$ cat src/inc/amf_pkg.sv
// Constants, field positions and types of the converter mode sequencer.
// Assumes all pins reach the sequencer through its own synchronisers.
package amf_pkg;
    localparam int AMF_DATA_W = 10;
    localparam int AMF_DEPTH = 8;
    localparam int AMF_PTR_W = 3;
    localparam int AMF_CNT_W = 4;
    localparam int AMF_CFG_W = 12;
    localparam int AMF_CMD_W = 4;
    localparam int AMF_CH_W = 3;
    localparam int AMF_WORD_W = 16;
    localparam int AMF_PAD_W = AMF_WORD_W - AMF_DATA_W;

    // ****************************************
    // Configuration field positions
    // ****************************************
    localparam int CFG_THR_LO = 0;
    localparam int CFG_SEQ_LO = 2;
    localparam int CFG_MODE_LO = 5;
    localparam int CFG_EXT_BIT = 7;
    localparam int CFG_EOC_BIT = 8;
    localparam int CFG_REF_BIT = 9;
    localparam logic [AMF_CFG_W-1:0] CFG_RESET = 12'h000;

    // Pin positions in the synchroniser vector
    localparam int PIN_SDI = 0;
    localparam int PIN_SCK = 1;
    localparam int PIN_SS = 2;
    localparam int PIN_FS = 3;
    localparam int PIN_CS = 4;
    localparam int PIN_N = 5;

    localparam logic [3:0] BIT_CMD_LAST = 4'h3;
    localparam logic [3:0] BIT_WORD_LAST = 4'hf;
    localparam int CMD_SEL_BIT = 3;
    localparam logic [AMF_CNT_W-1:0] CNT_ONE = 4'h1;

    typedef enum logic [1:0] {
        MODE_ONE = 2'b00,
        MODE_REP = 2'b01,
        MODE_SWP = 2'b10,
        MODE_RSWP = 2'b11
    } amf_mode_t;

    typedef enum logic [3:0] {
        CMD_RD_CFG = 4'h9,
        CMD_WR_CFG = 4'ha,
        CMD_RD_FIFO = 4'he
    } amf_cmd_t;

    typedef enum logic [1:0] {
        SEQ_IDLE = 2'b00,
        SEQ_SAMPLE = 2'b01,
        SEQ_CONV = 2'b10
    } amf_seq_t;

    // Fill level that raises the alert; one shot always uses one entry
    function automatic logic [AMF_CNT_W-1:0] amf_thresh(input amf_mode_t m, input logic [1:0] sel);
        logic [AMF_CNT_W-1:0] t;
        case (sel)
            2'b00: t = 4'h8;
            2'b01: t = 4'h6;
            2'b10: t = 4'h4;
            default: t = 4'h2;
        endcase
        return (m == MODE_ONE) ? CNT_ONE : t;
    endfunction : amf_thresh

    // Sweep list runs over channels 0 .. 2*(sel+1)-1
    function automatic logic [AMF_CH_W:0] amf_seq_len(input logic [1:0] sel);
        return 4'({2'b00, sel} + 4'h1) << 1;
    endfunction : amf_seq_len
endpackage : amf_pkg

$ cat src/inc/amf_fifo_if.sv
// Carrier between the sequencer and its result store.
// Assumes both ends run on the same clock.
`timescale 1ns/10ps
interface amf_fifo_if #(
    parameter int W = 10,
    parameter int CW = 4
);
    logic push;
    logic [W-1:0] wdata;
    logic pop;
    logic flush;
    logic [W-1:0] head;
    logic [CW-1:0] count;
    modport ctrl (output push, output wdata, output pop, output flush, input head, input count);
    modport store (input push, input wdata, input pop, input flush, output head, output count);
endinterface : amf_fifo_if

$ cat src/verilog/amf_fifo.sv
// Result store: first in, first out, with flush.
// Assumes push, pop and flush come from logic on the same clock.
`timescale 1ns/10ps
module amf_fifo #(
    parameter int W = amf_pkg::AMF_DATA_W,
    parameter int DEPTH = amf_pkg::AMF_DEPTH,
    parameter int PW = amf_pkg::AMF_PTR_W,
    parameter int CW = amf_pkg::AMF_CNT_W
) (
    input wire logic mclk,
    input wire logic srst,
    amf_fifo_if.store f
);
    import amf_pkg::*;

    typedef struct packed {
        logic [DEPTH-1:0][W-1:0] mem;
        logic [PW-1:0] rd;
        logic [PW-1:0] wr;
        logic [CW-1:0] cnt;
    } amf_fifo_st_t;

    amf_fifo_st_t q;
    amf_fifo_st_t d;

    function automatic logic [PW-1:0] step(input logic [PW-1:0] p);
        return (p == PW'(DEPTH - 1)) ? '0 : PW'(p + 1'b1);
    endfunction : step

    // Flush first, so a result pushed in the same cycle survives
    always_comb begin
        d = q;
        if (f.flush) begin
            d.rd = '0;
            d.wr = '0;
            d.cnt = '0;
        end else if (f.pop && q.cnt != '0) begin
            d.rd = step(q.rd);
            d.cnt = q.cnt - 1'b1;
        end
        if (f.push && d.cnt < CW'(DEPTH)) begin
            d.mem[d.wr] = f.wdata;
            d.wr = step(d.wr);
            d.cnt = d.cnt + 1'b1;
        end
    end

    always_ff @(posedge mclk) begin
        if (srst) begin
            q <= '0;
        end else begin
            q <= d;
        end
    end

    assign f.head = q.mem[q.rd];
    assign f.count = q.cnt;
endmodule : amf_fifo

$ cat src/verilog/amf_sequencer.sv
// Conversion-mode sequencer and result-store control of a serial converter.
// Assumes the analog core answers conv_start with one conv_done pulse on mclk.
// How it works
// Config bits 6:5 pick one shot, repeat, sweep or repeat sweep.
// Sweep converts each listed channel in order into the store.
// Sweep stops early once the store reaches its threshold.
// No further sweep until the host issues a store read.
// Alert rises once the store holds the threshold count.
// Repeat sweep keeps stored results when the next cycle reads them.
// Repeat sweep clears the store if the next cycle is no read.
// One shot normal: a select cycle starts select, sample, convert and read.
// One shot extended: select picks channel, sample-start pin converts.
// Host answers each result by selecting the next channel.
// Repeat mode clears the store when the alert is served without reading.
// Extended triggers come from the sample-start pin with chip select high.
// End-of-conversion pin option honoured only in one shot mode.
// Extended trigger outside one shot needs the internal reference.
// Host gives next sample-start fall within 2.5 us of select.
// Config read: decode four clocks, then shift out the config register.
// Config read accepted only in one shot mode.
// First command after alert presents oldest entry before decoding.
// A non-read there stops output but keeps the oldest entry.
// Read cycles neither convert nor signal end of conversion.
// Back-to-back 16-clock reads with frame sync high are supported.
// Write cycle loads twelve config bits without converting.
// Store is eight entries deep with a programmable threshold.
// One shot uses a single entry and ignores threshold bits.
// Host sends each command as a four-bit code first.
// Store is first in first out; alert clears once emptied.
// A write changing the mode returns the sequencer to idle.
`timescale 1ns/10ps
module amf_sequencer (
    input wire logic mclk,
    input wire logic srst,
    input wire logic cs_n,
    input wire logic frame_sync,
    input wire logic sample_start_pin_n,
    input wire logic sclk,
    input wire logic serial_in,
    output logic serial_out,
    output logic serial_out_oe,
    output logic eoc_int_n,
    output logic conv_start,
    output logic [amf_pkg::AMF_CH_W-1:0] conv_channel,
    input wire logic conv_done,
    input wire logic [amf_pkg::AMF_DATA_W-1:0] conv_data
);
    import amf_pkg::*;

    typedef struct packed {
        logic [PIN_N-1:0] s1;
        logic [PIN_N-1:0] s2;
        logic [PIN_N-1:0] s3;
        logic [AMF_CFG_W-1:0] cfg;
        logic [3:0] bitcnt;
        logic [AMF_WORD_W-1:0] shin;
        logic [AMF_WORD_W-1:0] shout;
        logic oe;
        logic [AMF_CMD_W-1:0] cmd;
        amf_seq_t seq;
        logic [AMF_CH_W-1:0] chan;
        logic [AMF_CH_W-1:0] pos;
        logic alert;
        logic after_alert;
        logic clr_pend;
        logic hold;
        logic start;
        logic eoc_n;
    } amf_seq_st_t;

    amf_seq_st_t q, d;
    logic push, pop, flush;

    amf_fifo_if #(.W(AMF_DATA_W), .CW(AMF_CNT_W)) ff ();

    amf_fifo #(
        .W(AMF_DATA_W),
        .DEPTH(AMF_DEPTH),
        .PW(AMF_PTR_W),
        .CW(AMF_CNT_W)
    ) u_fifo (
        .mclk(mclk),
        .srst(srst),
        .f(ff.store)
    );

    assign ff.push = push;
    assign ff.pop = pop;
    assign ff.flush = flush;
    assign ff.wdata = conv_data;

    // ****************************************
    // Decoded pin events and fields
    // ****************************************
    amf_mode_t mode;
    logic cs_act, frame_go, sck_rise, sck_fall, ss_fall, ss_rise;
    logic dec, ext_ok, fifo_clear_mode, done_now, flush_conv;
    logic [AMF_CMD_W-1:0] cmd_now;
    logic [AMF_CNT_W-1:0] thr, lvl;

    // mode decode
    assign mode = amf_mode_t'(q.cfg[CFG_MODE_LO +: 2]);
    assign cs_act = !q.s2[PIN_CS];
    assign frame_go = (cs_act && q.s3[PIN_CS]) || (cs_act && !q.s2[PIN_FS] && q.s3[PIN_FS]);
    assign sck_rise = q.s2[PIN_SCK] && !q.s3[PIN_SCK];
    assign sck_fall = !q.s2[PIN_SCK] && q.s3[PIN_SCK];
    assign ss_fall = !q.s2[PIN_SS] && q.s3[PIN_SS];
    assign ss_rise = q.s2[PIN_SS] && !q.s3[PIN_SS];
    // four-bit command
    assign cmd_now = {q.shin[2:0], q.s2[PIN_SDI]};
    assign dec = cs_act && !frame_go && sck_rise && q.bitcnt == BIT_CMD_LAST;
    // reference gate
    assign ext_ok = q.cfg[CFG_EXT_BIT] && (mode == MODE_ONE || q.cfg[CFG_REF_BIT]);
    assign fifo_clear_mode = (mode == MODE_REP) || (mode == MODE_RSWP);
    // single entry
    assign thr = amf_thresh(mode, q.cfg[CFG_THR_LO +: 2]);
    assign done_now = q.seq == SEQ_CONV && conv_done;
    assign flush_conv = q.clr_pend || mode == MODE_ONE;
    assign lvl = flush_conv ? CNT_ONE : AMF_CNT_W'(ff.count + 1'b1);

    // ****************************************
    // Next state
    // ****************************************
    always_comb begin
        logic trig, wr_end;
        logic [AMF_CH_W:0] nxt_pos;
        trig = 1'b0;
        wr_end = 1'b0;
        nxt_pos = '0;
        d = q;
        push = 1'b0;
        pop = 1'b0;
        flush = 1'b0;
        d.s1 = {cs_n, frame_sync, sample_start_pin_n, sclk, serial_in};
        d.s2 = q.s1;
        d.s3 = q.s2;
        d.start = 1'b0;

        if (!cs_act) begin
            d.oe = 1'b0;
        end else if (frame_go) begin
            d.bitcnt = '0;
            // oldest entry out early
            d.oe = ff.count != '0;
            d.shout = {ff.head, {AMF_PAD_W{1'b0}}};
        end else if (sck_rise) begin
            d.shin = {q.shin[AMF_WORD_W-2:0], q.s2[PIN_SDI]};
            d.bitcnt = q.bitcnt + 1'b1;
            if (dec) begin
                d.cmd = cmd_now;
                d.after_alert = 1'b0;
                if (cmd_now == CMD_RD_FIFO) begin
                    // read releases
                    pop = ff.count != '0;
                    d.hold = 1'b0;
                end else if (cmd_now == CMD_RD_CFG && mode == MODE_ONE) begin
                    // config out
                    d.shout = {1'b0, q.cfg, 3'h0};
                    d.oe = 1'b1;
                end else if (!cmd_now[CMD_SEL_BIT] && mode == MODE_ONE) begin
                    // select reads result
                    pop = ff.count != '0;
                    d.chan = cmd_now[AMF_CH_W-1:0];
                    trig = !ext_ok;
                end else begin
                    // output stops, entry kept
                    d.oe = 1'b0;
                    // clear after ignored alert
                    if (q.after_alert && fifo_clear_mode) begin
                        d.clr_pend = 1'b1;
                    end
                    if (!cmd_now[CMD_SEL_BIT]) begin
                        if (mode == MODE_REP) begin
                            d.chan = cmd_now[AMF_CH_W-1:0];
                        end
                        trig = !ext_ok;
                    end
                end
            end
            if (q.bitcnt == BIT_WORD_LAST) begin
                wr_end = q.cmd == CMD_WR_CFG;
                // next word of a read burst
                if (q.cmd == CMD_RD_FIFO) begin
                    d.shout = {1'b0, ff.head, {(AMF_PAD_W - 1){1'b0}}};
                    d.oe = ff.count != '0;
                end
            end
        end else if (sck_fall) begin
            d.shout = {q.shout[AMF_WORD_W-2:0], 1'b0};
        end

        // extended trigger, chip select high
        if (!cs_act && ext_ok && ss_fall && q.seq == SEQ_IDLE && !q.hold) begin
            d.seq = SEQ_SAMPLE;
            d.after_alert = 1'b0;
            // new trigger after alert
            if (q.after_alert && mode == MODE_RSWP) begin
                d.clr_pend = 1'b1;
            end
        end

        if ((trig && q.seq == SEQ_IDLE && !q.hold) || (q.seq == SEQ_SAMPLE && ss_rise)) begin
            d.start = 1'b1;
            d.seq = SEQ_CONV;
            // channel from sweep list
            if (mode == MODE_SWP || mode == MODE_RSWP) begin
                d.chan = q.pos;
            end
        end

        // alert clears when empty
        if (q.alert && ff.count == '0 && !push) begin
            d.alert = 1'b0;
        end

        if (done_now) begin
            d.seq = SEQ_IDLE;
            // clear before storing
            push = 1'b1;
            flush = flush_conv;
            d.clr_pend = d.clr_pend && !q.clr_pend;
            // threshold alert
            d.alert = (lvl >= thr) || (q.alert && !flush_conv);
            if (lvl >= thr) begin
                d.after_alert = 1'b1;
            end
            if (mode == MODE_SWP || mode == MODE_RSWP) begin
                nxt_pos = {1'b0, q.pos} + 1'b1;
                d.pos = (nxt_pos == amf_seq_len(q.cfg[CFG_SEQ_LO +: 2])) ? '0 : nxt_pos[AMF_CH_W-1:0];
                // sweep ends, waits for read
                if (mode == MODE_SWP && (lvl >= thr || d.pos == '0)) begin
                    d.hold = 1'b1;
                end
            end
        end

        // twelve config bits, no conversion
        if (wr_end) begin
            d.cfg = {q.shin[AMF_CFG_W-2:0], q.s2[PIN_SDI]};
            // mode change resets sequence
            if (d.cfg[CFG_MODE_LO +: 2] != q.cfg[CFG_MODE_LO +: 2]) begin
                d.seq = SEQ_IDLE;
                d.pos = '0;
                d.hold = 1'b0;
                d.clr_pend = 1'b0;
                d.alert = 1'b0;
                d.after_alert = 1'b0;
                push = 1'b0;
                flush = 1'b1;
            end
        end

        // pin is end-of-conversion only in one shot
        if (d.cfg[CFG_MODE_LO +: 2] == MODE_ONE && d.cfg[CFG_EOC_BIT]) begin
            d.eoc_n = d.seq != SEQ_CONV;
        end else begin
            d.eoc_n = !d.alert;
        end
    end

    always_ff @(posedge mclk) begin
        if (srst) begin
            q <= '0;
            q.cfg <= CFG_RESET;
            q.seq <= SEQ_IDLE;
            q.eoc_n <= 1'b1;
            q.s1 <= '1;
            q.s2 <= '1;
            q.s3 <= '1;
        end else begin
            q <= d;
        end
    end

    assign serial_out = q.shout[AMF_WORD_W-1];
    assign serial_out_oe = q.oe;
    assign eoc_int_n = q.eoc_n;
    assign conv_start = q.start;
    assign conv_channel = q.chan;
endmodule : amf_sequencer

$ cat config.mk
export PLATFORM = sky130hd
export DESIGN_NAME = amf_sequencer
export DESIGN_NICKNAME = d
export VERILOG_FILES = /design/src/inc/amf_pkg.sv /design/src/inc/amf_fifo_if.sv /design/src/verilog/amf_fifo.sv /design/src/verilog/amf_sequencer.sv
export SDC_FILE = /design/constraint.sdc
export NUM_CORES = 1
export LEC_CHECK = 0
export BUFFER_PORTS_ARGS = -buffer_cell sky130_fd_sc_hd__buf_2
export CAP_MARGIN = 30
export CORE_UTILIZATION = 35
export DETAILED_ROUTE_END_ITERATION = 10
export GPL_ROUTABILITY_DRIVEN = 0
export PLACE_DENSITY = 0.58
export SYNTH_ARGS = -nofsm -noshare
export SYNTH_HDL_FRONTEND = slang
export SYNTH_SLANG_ARGS = --single-unit
$ cat constraint.sdc
create_clock -name mclk -period 3.2 [get_ports mclk]
set_clock_uncertainty 0.15 [all_clocks]
set_input_delay 0.32 -clock mclk [delete_from_list [all_inputs] [get_ports mclk]]
set_output_delay 0.32 -clock mclk [all_outputs]
set_load 0.01 [all_outputs]
==> flow_metrics.env <==
export IMPL_cp_data_arrival_time_ns=3.09
export IMPL_total_number_of_vias=7469
export IMPL_totalWireLength_mm=24.3
export IMPL_stdcell_area_um2=9410
export IMPL_worst_setup_path_type="reg2reg"
export IMPL_dpl_hpwl_mm=15.8
export IMPL_power_leakage_nw=3.05
export IMPL_run_status="complete, no violations"
export IMPL_startpoint_of_the_worst_register_to_register_path="u_fifo.f.count[0]"
export IMPL_worst_r2r_endpoint="u_fifo.q[31]"
export IMPL_synth_cell_area_um2=8280
export IMPL_synth_top_cell_area_share=0.401
export IMPL_detailedPlace_worstSlack_ns=0.355
export IMPL_wire_per_inst_um=18.4
export IMPL_async_reset_ff_frac=0
export IMPL_nNetsFinal=1026
export IMPL_boundaryPins=25
export IMPL_synth_top_cells_by_area="dfxtp_1 (40%), a21oi_1 (7.6%), o21ai_0 (5.8%)"
export IMPL_clk_pin_slew_ns=0.07
export IMPL_yosys_area_top_type="dfxtp_1"
export IMPL_worstMarginPinSlew_ns=0.872
export IMPL_finalSetupViolCount=0
export IMPL_syn_avg_cell_area_um2=8.36
export IMPL_critical_path_endpoint_type="flip-flop"
export IMPL_setup_tns_ns=0
export IMPL_grt_antenna_before_repair=0
export IMPL_floorplan_die_area_um2=24300
export IMPL_clock_tree_from_tritoncts="done"
export IMPL_drv_max_cap_violation_count=0
export IMPL_hold_violations=0
export IMPL_die_outline_height_um=156
export IMPL_combinationalPowerShare=0.031
export IMPL_max_freq_ghz=0.347
export IMPL_timing_hold_worst_endpoint="u_fifo.q[73]"
export IMPL_post_route_cells_drive_above_1_share=0.149
export IMPL_pwr_density_cell_nw_per_um2=452
export IMPL_power_ir_vdd_worst_uv=316
export IMPL_cts_root_buffer="clkbuf_16"
export IMPL_synth_edf_count=0
export IMPL_clock_power_share=0.478
export IMPL_remaining_drc_errors=0
export IMPL_drt_antenna_violating_nets=0
export IMPL_hold_class="in2reg"
export IMPL_power_frac_seq=0.491
export IMPL_number_of_cells_produced_by_synthesis=990
export IMPL_yosysSeqAreaShare=0.401
export IMPL_count_of_fill_cells_added_during_filler_insertion=2330
export IMPL_grt_overflow_total=0
export IMPL_grt_start_max_net_pins=74
export IMPL_ff2ff_path_depth=9
export IMPL_synthFlopType="dfxtp_1"
export IMPL_switching_component_of_the_power_uw=997
export IMPL_via_per_inst=5.67
export IMPL_yosys_cell_types_count=67
export IMPL_holdWs_ns=0.0959
export IMPL_unrepaired_setup_endpoints_after_global_routing="no"
export IMPL_setup_ws_ns=0.315
export IMPL_io_buffers=24
export IMPL_placement_rows=55
export IMPL_placed_cell_area_um2=8780
export IMPL_first_global_vias=6969
export IMPL_detail_route_iter0_violations=724
export IMPL_floorplan_initialDensity=0.361
export IMPL_timing_final_max_slew_violations=0
export IMPL_postSynthNetCount=1024
export IMPL_internal_power_mw=3.26
export IMPL_synth_yosys_warnings=0
export IMPL_die_w_um=156
export IMPL_final_min_period_over_clock_period=0.901
export IMPL_switching_share=0.234
export IMPL_clockBufferDepth=2
export IMPL_clock_latency_ns=0.43
export IMPL_clkSinkCount=166
export IMPL_antenna_cells=0
export IMPL_cts_htree_levels=4
export IMPL_cts_inserted_buffers=17
export IMPL_slew_headroom=0.412
export IMPL_design_core_area_um2=22900
export IMPL_regToRegSetupSlack_ns=0.32
export IMPL_first_pass_grt_wire_length_mm=38.6
export IMPL_hold_start="conv_data[3]"
export IMPL_finalCriticalPeriod_ns=2.88
export IMPL_postCtsResizedCells=0
export IMPL_path_max_fanout=30
export IMPL_overall_routing_resource_usage=0.204
export IMPL_worstPathRequired_ns=3.40
export IMPL_number_of_synthesized_register_bits=166
export IMPL_worstSetupStartpointType="flip-flop"
export IMPL_hold_path_cell_count=3
export IMPL_detail_route_first_pass_iterations=5
export IMPL_area_growth_syn_to_layout_pct=13.6
-- final cells by class --
cell class | instances | area [um2] | area share
Clock inverter | 9 | 93.8 | 0.00998
Inverter | 12 | 45.0 | 0.00479
Clock buffer | 23 | 478 | 0.0508
Timing Repair Buffer | 74 | 523 | 0.0556
Sequential cell | 166 | 3320 | 0.353
Multi-Input combinational cell | 721 | 4550 | 0.484
Tap cell | 313 | 392 | 0.0416
-- cell usage in the layout, fill, tap and decap left out, types with 7 or more instances in the layout --
cell	count
dfxtp_1	166
a21oi_1	126
nand2_1	104
o21ai_0	96
nor2_1	58
nand3_1	54
buf_4	45
nand4_1	34
buf_2	23
mux4_2	20
mux2i_1	19
clkbuf_16	17
ha_1	16
or2_2	14
nand4b_1	14
a31oi_1	13
nor4_1	12
inv_1	10
o311ai_0	10
nor2b_1	9
a211oi_1	9
nand2b_1	8
and2_1	8
or3_1	7
-- metal layers --
metal | wire length (um) | vias up | part of all wire | global-route usage
met3 | 1000 | 28 | 0.041 | 0.0339
met2 | 11400 | 182 | 0.47 | 0.327
met1 | 11500 | 3624 | 0.47 | 0.278
met5 | 0 | - | 0 | 0
li1 | - | 3635 | - | -
met4 | 390 | 0 | 0.016 | 0.0635
-- logic make-up (layout without fill, tap and decap cells) --
group / count (synthesis) / count (layout) / synth area share
multiplexers: 42 / 42 / 0.0814
XOR/XNOR: 10 / 10 / 0.0106
AO/OA/AOI/OAI: 298 / 298 / 0.207
adder cells (fa/ha/maj): 16 / 16 / 0.0242
AND/OR/NAND/NOR: 355 / 355 / 0.226
flip-flops: 166 / 166 / 0.401
buffers and inverters: 103 / 118 / 0.0497
-- metrics by stage --
step,cells,power [mW],utilization
after detailed placement,1281,2.26,0.383
after CTS,1318,4.28,0.410
after global routing,1318,4.39,0.410
after floorplan,990,2.21,-
final,1318,4.25,0.410
after global placement,1281,2.26,0.383
-- registers in the layout, summed over array words and instances (netlist names), 2 cells and up --
name / flops
u_fifo.q: 86
q: 54
d: 9
cmd_now: 4
u_fifo.f.count: 4
conv_channel: 3
mode: 2
-- cells in the mapped netlist (all sizes together) (6+ instances only) --
cell and number:
a31oi 13, mux4 20, o311ai 10, o21ai 97, a211o 6, xnor2 6
o211ai 6, nand4 35, clkbuf 64, or2 15, nand2b 8, nand3 54
a211oi 9, nor2b 9, nand2 105, and2 8, buf 27, inv 10
a21oi 126, mux2i 19, nor4 14, dfxtp 166, nand4b 14, ha 16
or3 7, nor2 58
-- critical path, cell delays in order (launching register included) --
cell     delay (ns)
dfxtp_1        0.40
inv_1          0.09
ha_1           0.21
nor2b_1        0.15
or4_1          0.44
o31ai_2        0.43
and4_1         0.26
buf_4          0.34
nand4_1        0.15
a21oi_1        0.17
-- power by group through the flow --
| stage | Clock [mW] | Sequential [mW] | Combinational, mW |
|---|---|---|---|
| finish | 2.03 | 2.09 | 0.133 |
| global route | 2.16 | 2.09 | 0.144 |
| CTS | 2.06 | 2.09 | 0.132 |
| detailed placement | 0 | 2.14 | 0.127 |
| global placement | 0 | 2.14 | 0.127 |
| floorplan | 0 | 2.13 | 0.0825 |
-- worst max-delay path by stage --
stage                           start           endpoint  slack, ns  cells past startpoint
floorplan                       q[51]        u_fifo.q[6]       0.34                     11
global placement    u_fifo.f.count[0]  u_fifo.f.count[2]       0.41                      8
detailed placement  u_fifo.f.count[0]       u_fifo.q[31]       0.36                      9
CTS                 u_fifo.f.count[0]       u_fifo.q[38]       0.33                      9
global route        u_fifo.f.count[0]       u_fifo.q[31]       0.05                      9
finish              u_fifo.f.count[0]       u_fifo.q[31]       0.32                      9
-- repair_timing --
item / 4_1_cts / 5_1_grt
hold buffers: 5 / 0
setup buffers: 0 / 0
hold endpoints to repair: 5 / 0
No activity file was read; power rests on OpenSTA's default activity.
